--- config.mk ---
export PLATFORM = sky130hd
export DESIGN_NAME = thermal_format_pin_config_register
export DESIGN_NICKNAME = d
export VERILOG_FILES = /design/src/include/cfg5_pkg.sv /design/src/include/reg_bus_if.sv /design/src/hdl/pin_sync.sv /design/src/hdl/axil_slave.sv /design/src/hdl/thermal_format_pin_config_register.sv
export VERILOG_INCLUDE_DIRS = /design/src /design/src/include
export SDC_FILE = /design/constraint.sdc
export NUM_CORES = 1
export LEC_CHECK = 0
export ABC_CLOCK_PERIOD_IN_PS = 4700
export BUFFER_PORTS_ARGS = -buffer_cell sky130_fd_sc_hd__clkbuf_2
export CAP_MARGIN = 20
export CORE_UTILIZATION = 50
export CTS_CLUSTER_DIAMETER = 40
export DETAILED_ROUTE_END_ITERATION = 8
export PLACE_DENSITY = 0.73
export SLEW_MARGIN = 40
export SYNTH_ARGS = -nofsm -noshare
export SYNTH_HDL_FRONTEND = slang
export SYNTH_SLANG_ARGS = --single-unit
--- constraint.sdc ---
create_clock -name core_clk -period 4.7 [get_ports core_clk]
set_input_delay 0.235 -clock core_clk [delete_from_list [all_inputs] [get_ports core_clk]]
set_output_delay 0.235 -clock core_clk [all_outputs]
set_load 0.1 [all_outputs]
--- src/include/cfg5_map.svh ---
`ifndef CFG5_MAP_SVH
`define CFG5_MAP_SVH

// Register indices; byte address is the index times four
`define IDX_OFFSET_R1    8'h70
`define IDX_OFFSET_LOC   8'h71
`define IDX_OFFSET_R2    8'h72
`define IDX_CFG5         8'h7C
`define IDX_LOCK         8'h80
`define IDX_R1_LIMIT     8'h81
`define IDX_AUX_CTRL     8'h82
`define IDX_STATUS       8'h83
`define IDX_R1_READING   8'h84
`define IDX_TIMER        8'h85
`define IDX_PIN_GROUP    8'h86

// Address decode: index bits and bits that must be zero
`define ADDR_IDX_LSB     2
`define ADDR_IDX_MSB     9
`define ADDR_TOP_LSB     10

// Reset values
`define CFG5_RESET       8'h01
`define LIMIT_RESET      8'h64
`define OFFSET_RESET     8'h00

// Fields of the format and pin configuration register
`define BIT_SIGNED       0
`define BIT_OFF_RANGE    1
`define BIT_AUX_DIR      2
`define BIT_AUX_POL      3
`define BIT_VID_SEL      4
`define BIT_R1_OT        5

// Fields of the own control and status registers
`define BIT_LOCK         0
`define BIT_AUX_EN       0
`define BIT_AUX_LEVEL    1
`define ST_OT_DRIVE      0
`define ST_OT_SEEN       1
`define ST_AUX_IN        2
`define ST_OT_PIN        3
`define ST_LIMIT_OFF     4

// Temperature coding and timer ceiling
`define OB_BIAS          10'h040
`define OB_MIN_TEMP      8'hC0
`define LIMIT_OFF_TC     8'h80
`define LIMIT_OFF_OB     8'h00
`define TIMER_MAX        16'hFFFF

// Bus answers
`define RESP_OKAY        2'h0
`define RESP_SLVERR      2'h2

`endif

--- src/include/cfg5_pkg.sv ---
package cfg5_pkg;
   typedef logic [11:0]        addr_t;
   typedef logic [31:0]        word_t;
   typedef logic [7:0]         code_t;
   typedef logic signed [11:0] half_t;
   typedef logic signed [10:0] offset_half_t;
   typedef enum logic {
      OT_LISTEN = 1'b0,
      OT_DRIVE  = 1'b1
   } ot_state_t;
endpackage

--- src/include/reg_bus_if.sv ---
`timescale 1ns/1ps
`default_nettype none
interface reg_bus_if;
   logic            wr_en;
   cfg5_pkg::addr_t wr_addr;
   cfg5_pkg::word_t wr_data;
   logic [3:0]      wr_strb;
   logic            wr_hit;
   cfg5_pkg::addr_t rd_addr;
   cfg5_pkg::word_t rd_data;
   logic            rd_hit;
   modport initiator (output wr_en, wr_addr, wr_data, wr_strb, rd_addr,
                      input  wr_hit, rd_data, rd_hit);
   modport target    (input  wr_en, wr_addr, wr_data, wr_strb, rd_addr,
                      output wr_hit, rd_data, rd_hit);
endinterface
`default_nettype wire

--- src/hdl/pin_sync.sv ---
`timescale 1ns/1ps
`default_nettype none
module pin_sync #(
   parameter int WIDTH = 1
) (
   input  wire logic             core_clk,
   input  wire logic             rst,
   input  wire logic [WIDTH-1:0] pin_in,
   output var  logic [WIDTH-1:0] pin_sync_out
);
   logic [WIDTH-1:0] meta_reg;

   // Two flops; the first is read only by the second
   always_ff @(posedge core_clk) begin
      if (rst) begin
         meta_reg     <= '0;
         pin_sync_out <= '0;
      end else begin
         meta_reg     <= pin_in;
         pin_sync_out <= meta_reg;
      end
   end
endmodule
`default_nettype wire

--- src/hdl/axil_slave.sv ---
`timescale 1ns/1ps
`default_nettype none
`include "cfg5_map.svh"
module axil_slave (
   // Clock and reset
   input  wire logic            core_clk,
   input  wire logic            rst,
   // Write channels
   input  wire cfg5_pkg::addr_t awaddr,
   input  wire logic            awvalid,
   output var  logic            awready,
   input  wire cfg5_pkg::word_t wdata,
   input  wire logic [3:0]      wstrb,
   input  wire logic            wvalid,
   output var  logic            wready,
   output var  logic [1:0]      bresp,
   output var  logic            bvalid,
   input  wire logic            bready,
   // Read channels
   input  wire cfg5_pkg::addr_t araddr,
   input  wire logic            arvalid,
   output var  logic            arready,
   output var  cfg5_pkg::word_t rdata,
   output var  logic [1:0]      rresp,
   output var  logic            rvalid,
   input  wire logic            rready,
   // Register side
   reg_bus_if.initiator         bus
);
   import cfg5_pkg::*;

   logic  wr_fire;
   logic  rd_fire;

   // Write fires once address and data are both held
   assign wr_fire      = !awready && !wready && !bvalid;
   assign rd_fire      = !arready && !rvalid;
   assign bus.wr_en    = wr_fire;

   // Write address capture
   always_ff @(posedge core_clk) begin
      if (rst) begin
         awready     <= 1'b1;
         bus.wr_addr <= '0;
      end else if (awvalid && awready) begin
         awready     <= 1'b0;
         bus.wr_addr <= awaddr;
      end else if (wr_fire) begin
         awready     <= 1'b1;
      end
   end

   // Write data capture
   always_ff @(posedge core_clk) begin
      if (rst) begin
         wready      <= 1'b1;
         bus.wr_data <= '0;
         bus.wr_strb <= '0;
      end else if (wvalid && wready) begin
         wready      <= 1'b0;
         bus.wr_data <= wdata;
         bus.wr_strb <= wstrb;
      end else if (wr_fire) begin
         wready      <= 1'b1;
      end
   end

   // Write response
   always_ff @(posedge core_clk) begin
      if (rst) begin
         bvalid <= 1'b0;
         bresp  <= `RESP_OKAY;
      end else if (wr_fire) begin
         bvalid <= 1'b1;
         bresp  <= bus.wr_hit ? `RESP_OKAY : `RESP_SLVERR;
      end else if (bready) begin
         bvalid <= 1'b0;
      end
   end

   // Read address capture and answer
   always_ff @(posedge core_clk) begin
      if (rst) begin
         arready     <= 1'b1;
         bus.rd_addr <= '0;
         rvalid      <= 1'b0;
         rdata       <= '0;
         rresp       <= `RESP_OKAY;
      end else begin
         if (arvalid && arready) begin
            arready     <= 1'b0;
            bus.rd_addr <= araddr;
         end else if (rd_fire) begin
            arready     <= 1'b1;
         end
         if (rd_fire) begin
            rvalid <= 1'b1;
            rdata  <= bus.rd_data;
            rresp  <= bus.rd_hit ? `RESP_OKAY : `RESP_SLVERR;
         end else if (rready) begin
            rvalid <= 1'b0;
         end
      end
   end
endmodule
`default_nettype wire

--- src/hdl/thermal_format_pin_config_register.sv ---
`timescale 1ns/1ps
`default_nettype none
// Functional notes
// - Format bit 0 set selects signed temperature range
// - Format bit 0 clear selects 64-degree offset binary
// - Format change reinterprets the limit and reading; offsets stay two's complement
// - Range bit 0: offsets in half degrees
// - Range bit 1: offsets in whole degrees
// - Range applies to three offset registers only
// - Direction bit: 0 input, 1 output
// - Polarity bit: 0 active low, 1 high
// - Group select: 0 voltage-ID, 1 general purpose
// - Remote1 enable lets over-temperature drive pin
// - Offset mode limit -64 disables pin drive
// - Signed mode limit -128 disables pin drive
// - Reset value 0x01, signed format
// - Lock bit makes register read-only
`include "cfg5_map.svh"
module thermal_format_pin_config_register (
   // Clock and reset
   input  wire logic                   core_clk,
   input  wire logic                   rst,
   // AXI4-Lite write channels
   input  wire cfg5_pkg::addr_t        s_axi_awaddr,
   input  wire logic                   s_axi_awvalid,
   output var  logic                   s_axi_awready,
   input  wire cfg5_pkg::word_t        s_axi_wdata,
   input  wire logic [3:0]             s_axi_wstrb,
   input  wire logic                   s_axi_wvalid,
   output var  logic                   s_axi_wready,
   output var  logic [1:0]             s_axi_bresp,
   output var  logic                   s_axi_bvalid,
   input  wire logic                   s_axi_bready,
   // AXI4-Lite read channels
   input  wire cfg5_pkg::addr_t        s_axi_araddr,
   input  wire logic                   s_axi_arvalid,
   output var  logic                   s_axi_arready,
   output var  cfg5_pkg::word_t        s_axi_rdata,
   output var  logic [1:0]             s_axi_rresp,
   output var  logic                   s_axi_rvalid,
   input  wire logic                   s_axi_rready,
   // Remote 1 measurement, signed degrees
   input  wire cfg5_pkg::code_t        remote1_temp,
   // Auxiliary pin
   input  wire logic                   aux_pin_in,
   output var  logic                   aux_pin_out,
   output var  logic                   aux_pin_oe_n,
   // Over-temperature pin, open drain, active low
   input  wire logic                   overtemp_pin_in,
   output var  logic                   overtemp_pin_out,
   output var  logic                   overtemp_pin_oe_n,
   // Shared pin group
   input  wire logic [4:0]             group_pins_in,
   output var  logic [4:0]             voltage_id,
   // Decoded temperature values
   output var  cfg5_pkg::code_t        remote1_temp_code,
   output var  cfg5_pkg::offset_half_t offset_remote1_half,
   output var  cfg5_pkg::offset_half_t offset_local_half,
   output var  cfg5_pkg::offset_half_t offset_remote2_half
);
   import cfg5_pkg::*;

   // Register bus between bus slave and register file
   reg_bus_if bus ();

   axil_slave u_axil (
      .core_clk (core_clk),
      .rst      (rst),
      .awaddr   (s_axi_awaddr),
      .awvalid  (s_axi_awvalid),
      .awready  (s_axi_awready),
      .wdata    (s_axi_wdata),
      .wstrb    (s_axi_wstrb),
      .wvalid   (s_axi_wvalid),
      .wready   (s_axi_wready),
      .bresp    (s_axi_bresp),
      .bvalid   (s_axi_bvalid),
      .bready   (s_axi_bready),
      .araddr   (s_axi_araddr),
      .arvalid  (s_axi_arvalid),
      .arready  (s_axi_arready),
      .rdata    (s_axi_rdata),
      .rresp    (s_axi_rresp),
      .rvalid   (s_axi_rvalid),
      .rready   (s_axi_rready),
      .bus      (bus.initiator)
   );

   // Pin synchronisers
   logic       aux_in_sync;
   logic       ot_in_sync;
   logic [4:0] group_sync;

   pin_sync #(.WIDTH(1)) u_sync_aux (
      .core_clk     (core_clk),
      .rst          (rst),
      .pin_in       (aux_pin_in),
      .pin_sync_out (aux_in_sync)
   );

   pin_sync #(.WIDTH(1)) u_sync_ot (
      .core_clk     (core_clk),
      .rst          (rst),
      .pin_in       (overtemp_pin_in),
      .pin_sync_out (ot_in_sync)
   );

   pin_sync #(.WIDTH(5)) u_sync_group (
      .core_clk     (core_clk),
      .rst          (rst),
      .pin_in       (group_pins_in),
      .pin_sync_out (group_sync)
   );

   // Register index of a byte address, and whether it lies in the map window
   function automatic code_t idx_of(input addr_t a);
      idx_of = a[`ADDR_IDX_MSB:`ADDR_IDX_LSB];
   endfunction

   function automatic logic in_window(input addr_t a);
      in_window = (a[11:`ADDR_TOP_LSB] == 2'h0) && (a[1:0] == 2'h0);
   endfunction

   // Offset code to half degrees under the selected range
   function automatic offset_half_t offset_to_half(input code_t c, input logic whole);
      offset_half_t s;
      s = offset_half_t'($signed(c));
      offset_to_half = whole ? offset_half_t'(s <<< 1) : s;
   endfunction

   // Limit code to half degrees under the selected format
   function automatic half_t limit_to_half(input code_t c, input logic signed_fmt);
      logic signed [9:0] deg;
      deg = signed_fmt ? 10'($signed(c)) : $signed({2'h0, c} - `OB_BIAS);
      limit_to_half = half_t'(deg) <<< 1;
   endfunction

   // Stored registers
   code_t        cfg5_reg;
   logic         lock_reg;
   code_t        limit_reg;
   code_t        offset_reg [3];
   logic [1:0]   aux_ctrl_reg;
   logic         ot_seen_reg;
   logic [15:0]  timer_reg;
   ot_state_t    ot_state_reg;
   ot_state_t    ot_state_next;

   // Field views
   logic  signed_range_select;
   logic  offset_range_select;
   logic  aux_pin_direction;
   logic  aux_pin_polarity;
   logic  voltage_id_pin_select;
   logic  remote1_overtemp_enable;

   assign signed_range_select     = cfg5_reg[`BIT_SIGNED];
   assign offset_range_select     = cfg5_reg[`BIT_OFF_RANGE];
   assign aux_pin_direction       = cfg5_reg[`BIT_AUX_DIR];
   assign aux_pin_polarity        = cfg5_reg[`BIT_AUX_POL];
   assign voltage_id_pin_select   = cfg5_reg[`BIT_VID_SEL];
   assign remote1_overtemp_enable = cfg5_reg[`BIT_R1_OT];

   // Write decode; only the low byte lane carries register data
   logic  wr_lo;
   code_t wr_idx;
   code_t wr_byte;

   assign wr_lo   = bus.wr_en && bus.wr_strb[0] && in_window(bus.wr_addr);
   assign wr_idx  = idx_of(bus.wr_addr);
   assign wr_byte = bus.wr_data[7:0];

   // Format and pin configuration, frozen by the lock
   always_ff @(posedge core_clk) begin
      if (rst) begin
         cfg5_reg <= `CFG5_RESET;
      end else if (wr_lo && wr_idx == `IDX_CFG5 && !lock_reg) begin
         cfg5_reg <= wr_byte;
      end
   end

   // Lock bit sets once and clears only by reset
   always_ff @(posedge core_clk) begin
      if (rst) begin
         lock_reg <= 1'b0;
      end else if (wr_lo && wr_idx == `IDX_LOCK && wr_byte[`BIT_LOCK]) begin
         lock_reg <= 1'b1;
      end
   end

   // Remote 1 over-temperature limit
   always_ff @(posedge core_clk) begin
      if (rst) begin
         limit_reg <= `LIMIT_RESET;
      end else if (wr_lo && wr_idx == `IDX_R1_LIMIT) begin
         limit_reg <= wr_byte;
      end
   end

   // Three temperature offset registers
   always_ff @(posedge core_clk) begin
      if (rst) begin
         for (int i = 0; i < 3; i++) begin
            offset_reg[i] <= `OFFSET_RESET;
         end
      end else if (wr_lo) begin
         for (int i = 0; i < 3; i++) begin
            if (wr_idx == code_t'(`IDX_OFFSET_R1 + i)) begin
               offset_reg[i] <= wr_byte;
            end
         end
      end
   end

   // Auxiliary pin control: enable and logical level
   always_ff @(posedge core_clk) begin
      if (rst) begin
         aux_ctrl_reg <= 2'h0;
      end else if (wr_lo && wr_idx == `IDX_AUX_CTRL) begin
         aux_ctrl_reg <= wr_byte[1:0];
      end
   end

   // Over-temperature decision under the current format
   logic  limit_disabled;
   logic  over_limit;
   half_t temp_half;
   half_t limit_half;

   assign limit_disabled = signed_range_select ?
                           (limit_reg == `LIMIT_OFF_TC) :
                           (limit_reg == `LIMIT_OFF_OB);
   assign limit_half = limit_to_half(limit_reg, signed_range_select);
   assign temp_half  = half_t'(($signed(remote1_temp) <<< 1))
                     + half_t'(offset_to_half(offset_reg[0], offset_range_select));
   assign over_limit = (temp_half > limit_half) && !limit_disabled;

   // Pin state: drive low on over-temperature, otherwise listen as timer input
   always_comb begin
      ot_state_next = ot_state_reg;
      unique case (ot_state_reg)
         OT_LISTEN: begin
            if (remote1_overtemp_enable && over_limit) begin
               ot_state_next = OT_DRIVE;
            end
         end
         OT_DRIVE: begin
            if (!remote1_overtemp_enable || !over_limit) begin
               ot_state_next = OT_LISTEN;
            end
         end
      endcase
   end

   always_ff @(posedge core_clk) begin
      if (rst) begin
         ot_state_reg <= OT_LISTEN;
      end else begin
         ot_state_reg <= ot_state_next;
      end
   end

   // Open-drain output: pulls low only while driving
   always_ff @(posedge core_clk) begin
      if (rst) begin
         overtemp_pin_out  <= 1'b0;
         overtemp_pin_oe_n <= 1'b1;
      end else begin
         overtemp_pin_out  <= 1'b0;
         overtemp_pin_oe_n <= (ot_state_next != OT_DRIVE);
      end
   end

   // Timer counts cycles the pin is held low by others; write clears only while not counting
   always_ff @(posedge core_clk) begin
      if (rst) begin
         timer_reg <= 16'h0000;
      end else if (ot_state_reg == OT_LISTEN && !ot_in_sync) begin
         if (timer_reg != `TIMER_MAX) begin
            timer_reg <= timer_reg + 16'h0001;
         end
      end else if (wr_lo && wr_idx == `IDX_TIMER) begin
         timer_reg <= 16'h0000;
      end
   end

   // Sticky over-temperature seen flag; a new event wins over the clear
   always_ff @(posedge core_clk) begin
      if (rst) begin
         ot_seen_reg <= 1'b0;
      end else if (ot_state_reg == OT_DRIVE) begin
         ot_seen_reg <= 1'b1;
      end else if (wr_lo && wr_idx == `IDX_STATUS && wr_byte[`ST_OT_SEEN]) begin
         ot_seen_reg <= 1'b0;
      end
   end

   // Auxiliary pin drive from direction, polarity and enable
   always_ff @(posedge core_clk) begin
      if (rst) begin
         aux_pin_out  <= 1'b0;
         aux_pin_oe_n <= 1'b1;
      end else begin
         aux_pin_oe_n <= !(aux_ctrl_reg[`BIT_AUX_EN] && aux_pin_direction);
         aux_pin_out  <= aux_pin_polarity ? aux_ctrl_reg[`BIT_AUX_LEVEL]
                                          : !aux_ctrl_reg[`BIT_AUX_LEVEL];
      end
   end

   // Shared pins: voltage-ID output only when group is in that mode
   always_ff @(posedge core_clk) begin
      if (rst) begin
         voltage_id <= 5'h00;
      end else begin
         voltage_id <= voltage_id_pin_select ? 5'h00 : group_sync;
      end
   end

   // Reading and offsets in the selected format and range
   always_ff @(posedge core_clk) begin
      if (rst) begin
         remote1_temp_code   <= 8'h00;
         offset_remote1_half <= '0;
         offset_local_half   <= '0;
         offset_remote2_half <= '0;
      end else begin
         if (signed_range_select) begin
            remote1_temp_code <= remote1_temp;
         end else if ($signed(remote1_temp) < $signed(`OB_MIN_TEMP)) begin
            remote1_temp_code <= 8'h00;
         end else begin
            remote1_temp_code <= 8'(remote1_temp + `OB_BIAS);
         end
         offset_remote1_half <= offset_to_half(offset_reg[0], offset_range_select);
         offset_local_half   <= offset_to_half(offset_reg[1], offset_range_select);
         offset_remote2_half <= offset_to_half(offset_reg[2], offset_range_select);
      end
   end

   // Write hit decode
   always_comb begin
      bus.wr_hit = 1'b0;
      if (in_window(bus.wr_addr)) begin
         unique case (wr_idx)
            `IDX_OFFSET_R1, `IDX_OFFSET_LOC, `IDX_OFFSET_R2,
            `IDX_CFG5, `IDX_LOCK, `IDX_R1_LIMIT, `IDX_AUX_CTRL,
            `IDX_STATUS, `IDX_R1_READING, `IDX_TIMER,
            `IDX_PIN_GROUP: bus.wr_hit = 1'b1;
            default:        bus.wr_hit = 1'b0;
         endcase
      end
   end

   // Read decode; narrow registers sit in the low bits
   code_t rd_idx;
   code_t status_byte;

   assign rd_idx      = idx_of(bus.rd_addr);
   assign status_byte = {3'h0, limit_disabled, ot_in_sync, aux_in_sync,
                         ot_seen_reg, ot_state_reg == OT_DRIVE};

   always_comb begin
      bus.rd_data = 32'h0000_0000;
      bus.rd_hit  = in_window(bus.rd_addr);
      if (in_window(bus.rd_addr)) begin
         unique case (rd_idx)
            `IDX_OFFSET_R1:  bus.rd_data[7:0] = offset_reg[0];
            `IDX_OFFSET_LOC: bus.rd_data[7:0] = offset_reg[1];
            `IDX_OFFSET_R2:  bus.rd_data[7:0] = offset_reg[2];
            `IDX_CFG5:       bus.rd_data[7:0] = cfg5_reg;
            `IDX_LOCK:       bus.rd_data[0]   = lock_reg;
            `IDX_R1_LIMIT:   bus.rd_data[7:0] = limit_reg;
            `IDX_AUX_CTRL:   bus.rd_data[1:0] = aux_ctrl_reg;
            `IDX_STATUS:     bus.rd_data[7:0] = status_byte;
            `IDX_R1_READING: bus.rd_data[7:0] = remote1_temp_code;
            `IDX_TIMER:      bus.rd_data[15:0] = timer_reg;
            `IDX_PIN_GROUP:  bus.rd_data[4:0] = voltage_id_pin_select ? group_sync : 5'h00;
            default:         bus.rd_hit = 1'b0;
         endcase
      end
   end
endmodule
`default_nettype wire

Yosys cells after proc, flatten, opt, wreduce, memory -nomap -nowiden:

Memories as Yosys holds them, arrays and structs flattened.
Cells that the tools add are included.

* add/sub/neg operators: 4
* $lt $le $gt $ge: 2
* eq/ne operators: 25
* muxes and demuxes: 55
* bitwise logic cells: 5
* reductions and logical operators: 53

Operator list (number)
* $eq 8x8->1 const B: 15
* $mux 8: 9
* $eq 8x7->1 const B: 8
* $mux 16: 4
* $mux 1: 33
* $pmux 3 s9: 1
* $logic_and 1x1->1: 23
* $reduce_or 11->1: 2
* $pmux 3 s7: 1
* $add 16x1->16 const B: 1
* $ne 16x16->1 const B: 1
* $reduce_bool 2->1: 7
* $logic_not 1->1: 12
* $gt 10x11->1: 1
* $pmux 1 s11: 1
* $add 9x9->10: 1
* $mux 10: 1
* $pmux 1 s10: 1
* $sub 8x7->9 const B: 1
* $add 8x7->8 const B: 1
* $logic_not 2->1: 4
* $logic_not 8->1: 1
* $lt 8x7->1 const B: 1
* $mux 5: 1
* other kinds (8): 13

* register bits: 152
* memory bits (writable): 24
* memories: 1

Memory list
* offset_reg: depth 3, width 8, read ports 3, clocked after memory_dff 0, wr ports 3, RTL line thermal_format_pin_config_register.sv:142 `code_t offset_reg [3];`

Longest topological paths before layout:

An unclocked memory read counts as a cell.

* depth in word-level cells: 10
* gate-level depth with buffers: 15
* gate-level depth less buffers: 14

Cells and area by module:

Synthesis repeated with hierarchy kept, for this count alone.

* cell total of the unflattened synthesis: 1053
* area total of the unflattened synthesis: 10020.9 um2

By module, submodules not included
* thermal_format_pin_config_register: instances 1, cells an instance 576, area each 5460.2 um2
* axil_slave: instances 1, cells an instance 449, area each 4192.8 um2
* pin_sync at u_sync_group: instances 1, cells an instance 20, area each 262.8 um2
* pin_sync at u_sync_aux ...: instances 2, cells an instance 4, area each 52.6 um2

Worst setup path after synthesis:

No wires, ideal clock.

* kind: register to register
* from: reg cfg5_reg[1]
* to: reg overtemp_pin_oe_n
* library setup time: 134 ps
* data arrival time: 3275 ps
* path slack: 1291 ps
* stages on the path, launching flop included: 14
* buffers on the path: 2
* clock period less this slack: 3409 ps
* cell sequence: dfxtp_1 -> clkbuf_1 -> buf_1 -> mux2i_1 -> fa_1 -> nor2b_1 -> o21ai_0 -> a21boi_0 -> o21ba_2 -> o22ai_1 -> ha_1 -> nand3_1 -> nor3_1 -> or4_1

* longest elaborated chain between the ends: 9

Ends and longest elaborated chain
* start: declaration: RTL line thermal_format_pin_config_register.sv:139 `code_t cfg5_reg;`
* start signal: assignment: RTL line thermal_format_pin_config_register.sv:176 `` cfg5_reg <= `CFG5_RESET; ``
* start signal: assignment: RTL line thermal_format_pin_config_register.sv:178 `cfg5_reg <= wr_byte;`
* $mux 8 *: RTL line thermal_format_pin_config_register.sv:128 `offset_to_half = whole ? offset_half_t'(s <<< 1) : s;`
* $add 9x9->10 *: RTL line thermal_format_pin_config_register.sv:235 `+ half_t'(offset_to_half(offset_reg[0], offset_range_select));`
* $gt 10x11->1 *: RTL line thermal_format_pin_config_register.sv:236 `assign over_limit = (temp_half > limit_half) && !limit_disabled;`
* $logic_and 1x1->1 *: RTL line thermal_format_pin_config_register.sv:236
* $logic_not 1->1: RTL line thermal_format_pin_config_register.sv:248 `if (!remote1_overtemp_enable || !over_limit) begin`
* $logic_or 1x1->1: RTL line thermal_format_pin_config_register.sv:248
* $mux 1: RTL line thermal_format_pin_config_register.sv:248
* $pmux 1 s2 *: RTL line thermal_format_pin_config_register.sv:241 `unique case (ot_state_reg)`
* $not 1->1 *: RTL line thermal_format_pin_config_register.sv:270 `overtemp_pin_oe_n <= (ot_state_next != OT_DRIVE);`
* end signal: assignment: RTL line thermal_format_pin_config_register.sv:270
* end: declaration: RTL line thermal_format_pin_config_register.sv:51 `output var logic overtemp_pin_oe_n,`

Mark *: on every way between the ends. The rest lies on a longest branch, timed or not.
A chain may end at the register's enable or synchronous reset.

Worst setup path after layout:

Ends and elaborated chain as after synthesis.

==> results.cfg <==
[outcome]
status = completed

[clocking]
cts_setup_buffers = 0
ctsResizeCount = 0
cts_hold_buf = 1
cts-root-buf = clkbuf_16
clock_sinks = 174
cts_buffers = 17
cts_tree = built
clock_latency_ns = 0.44
clk_path_buf_depth = 2
htree_levels = 4
clk_pin_slew_ns = 0.07

[final_layout]
final_util_pct = 59.9
areaGrowthSynthToFinish_pct = 15.3
drive_above_1_share_pct = 18.9
layout.nets = 1083
fin_area_um2 = 9210
largest_reg_flops = 24
antennaDiodeCount = 0

[setup_path]
cpPeakStageDelay_ns = 0.62
start_kind = flip-flop
cp.required_ns = 5.01
reg2reg_from = cfg5_reg[1]
critPathMostFrequentCell = ha_1
cp.arrival_ns = 3.82
crit_chain = mux2_2 -> ha_1 -> inv_1 -> fa_1 -> nor2b_1 -> o21ai_0 -> a21boi_0 -> o21ba_2 -> o22ai_1 -> ha_1 -> o211ai_1 -> or4_1
r2r_end = overtemp_pin_oe_n
critPathKind = reg2reg
reg2reg_slack_ns = 1.19
cp-end-kind = flip-flop
rr_worst_depth = 12
slowest_stage = dfxtp_1
worst-path-max-fanout = 11

[power_and_ir_drop]
netSwitchingFraction_pct = 29.5
power_frac_comb_pct = 13.2
power_switching_mw = 1.03
p_seq_share_pct = 46.2
peakVddDrop_mv = 0.274
power.density_nw_per_um2 = 378
pwr-share-clk_pct = 40.6
p_int_mw = 2.45
power.leakage_nw = 3.77

[detailed_routing]
wl_um = 20500
first_pass_iters = 5
wire_per_inst_um = 17.0
detail-route-antenna-nets = 0
routed_via_density = 5.62
route.vias.total = 6764
route.detailed.drc = 0
drtIter0Drc = 518

[global_routing]
grt_overflow = 0
grt_pass1_vias = 6226
grt_pass1_wl_um = 32000
grt_max_degree = 78
track_usage_pct = 25.4
grt_antenna_before_repair = 0

[synthesis]
synth_top_family_by_area = simple AND/OR/NAND/NOR gates
synthSimpleGateAreaFrac_pct = 21.9
synth_enable_flop_cells = 24
synth_fa_ha_area_share_pct = 3.66
synth_area_per_cell_um2 = 9.03
ys_seq_area_share_pct = 46.6
synth_largest_area_cell = dfxtp_1
async_flop_share_pct = 0
yosysUniqueCellTypes = 78
syn_area_um2 = 7990
synthCells = 885
ys_seq_elements = 174
synth_warnings = 0
synth_xor_area_share_pct = 0.658
synth_flop_cell = dfxtp_1
yosysTopAreaCellShare_pct = 37.6
synth_compound_area_share_pct = 15.7
synth_mux_area_share_pct = 4.78
synth_area_leaders = dfxtp_1 (38%), edfxtp_1 (9.0%), nand2_1 (5.3%), a21oi_1 (4.2%), mux2i_1 (3.5%)

[place]
gp_congestion = 0.910
dp_hpwl_um = 14700
place_area_um2 = 8610
numPortBuffers = 126
pre_cts_slack_ns = 1.26

[floorplan]
io-pin-count = 173
fp.dieW_um = 128
core_area_um2 = 15400
die-height_um = 128
row_count = 45
initial_core_util_pct = 52.0
die-area_um2 = 16500

[sta]
hold_slack_ns = 0.0164
fmax_mhz = 285
fin_worst_skew_ns = 0.00931
setup_slack_ns = 1.19
rsz0062_at_grt = no
period_share_pct = 74.7
finalMaxSlewViolations = 0
hold_viol_final = 0
finalCriticalPeriod_ns = 3.51
fin_tns_setup_ns = 0
setup_viol = 0
relSlewSlack_pct = 47.7
tightest_slew_ns = 0.778

[run]
maxCapViolations = 0

[min_path]
hold_end = u_axil.bus.wr_addr[0]
hold_path_depth = 3
min-delay-start = s_axi_awaddr[0]
hp-class = in2reg
==> placed cells by master (no fill, tap or decap), types with 15 or more instances in the layout <==
cell type	Yosys	final
edfxtp_1	24	24
a21oi_1	67	67
clkbuf_2	0	125
nand4_1	15	15
nor2_1	61	61
dfxtp_1	150	149
nand3_1	42	42
ha_1	21	21
inv_1	33	33
o21ai_0	28	28
clkbuf_16	0	17
conb_1	1	19
and2_1	29	29
mux2i_1	28	28
nand2_1	112	112
nor2b_1	23	23
==> cells in the mapped netlist, types with 5 or more instances <==
| library cell | n |
|---|---|
| nor2b_1 | 23 |
| mux2i_1 | 28 |
| a22oi_1 | 9 |
| a211oi_1 | 5 |
| nand3b_1 | 5 |
| a2111o_1 | 6 |
| dfxtp_1 | 150 |
| clkbuf_1 | 36 |
| o21ai_0 | 28 |
| o2111ai_1 | 5 |
| buf_2 | 7 |
| buf_1 | 6 |
| ha_1 | 21 |
| and2_1 | 29 |
| nand3_1 | 42 |
| nor2_1 | 61 |
| nand2_1 | 112 |
| edfxtp_1 | 24 |
| inv_1 | 33 |
| o211ai_1 | 5 |
| mux2_2 | 9 |
| a31oi_1 | 11 |
| nor3_1 | 5 |
| or4_1 | 5 |
| buf_4 | 25 |
| a21oi_1 | 67 |
| a221oi_1 | 5 |
| nand4_1 | 15 |
| a22o_1 | 7 |
| nand2b_1 | 7 |
| and3_1 | 8 |
==> metrics by stage <==
step / power, mW / cells
floorplan: 2.01 / 903
global placement: 2.09 / 1170
detailed placement: 2.09 / 1170
CTS: 3.49 / 1203
global route: 3.59 / 1203
finish: 3.48 / 1203
==> cells by family after synthesis <==
| logic type | after synthesis |
|---|---|
| flops | 174 |
| other cells | 1 |
| mux | 37 |
| compound gates | 190 |
| fa+ha+maj | 23 |
| xor+xnor | 6 |
| simple gates | 345 |
| buf+inv | 109 |
==> per-layer routing <==
metal	up-vias	GRT usage, %	wire [µm]
li1	3283	-	-
met1	3172	33.6	9190
met2	266	39.9	9470
met3	43	5.32	1210
met4	0	12.0	583
met5	-	0	0
==> worst max-delay path by stage <==
stage | startpoint | end | slack, ns | cells past startpoint
after global routing | cfg5_reg[1] | overtemp_pin_oe_n | 0.86 | 13
after detailed placement | cfg5_reg[1] | overtemp_pin_oe_n | 1.26 | 12
after floorplan | cfg5_reg[1] | overtemp_pin_oe_n | 1.29 | 13
after CTS | cfg5_reg[1] | overtemp_pin_oe_n | 1.18 | 12
after global placement | cfg5_reg[1] | overtemp_pin_oe_n | 1.37 | 12
final | cfg5_reg[1] | overtemp_pin_oe_n | 1.19 | 12
==> final cells by class <==
cell class | count | area, µm²
well taps | 211 | 264
fillers | 1347 | 6160
inverters | 33 | 124
clock inverters | 15 | 160
repair buffers | 133 | 688
flip-flops and latches | 174 | 3720
multi-input cells | 620 | 3820
clock buffers | 17 | 425
==> critical path, delay by kind of cell, from the launching register on <==
kind / cells / cell delay (ns)
adders and majority gates: 3 / 0.92
AOI/OAI and AO/OA: 5 / 0.85
and+or+nand+nor: 2 / 0.68
DFF: 1 / 0.62
muxes: 1 / 0.26
buffers and inverters: 1 / 0.05
==> power groups by stage <==
stage / combinational [mW] / clock, mW / sequential (mW)
final: 0.459 / 1.41 / 1.61
after global routing: 0.488 / 1.49 / 1.61
after CTS: 0.458 / 1.43 / 1.61
after global placement: 0.448 / 0 / 1.64
after floorplan: 0.267 / 0 / 1.74
after detailed placement: 0.454 / 0 / 1.64
(Power assumes the default switching activity.)
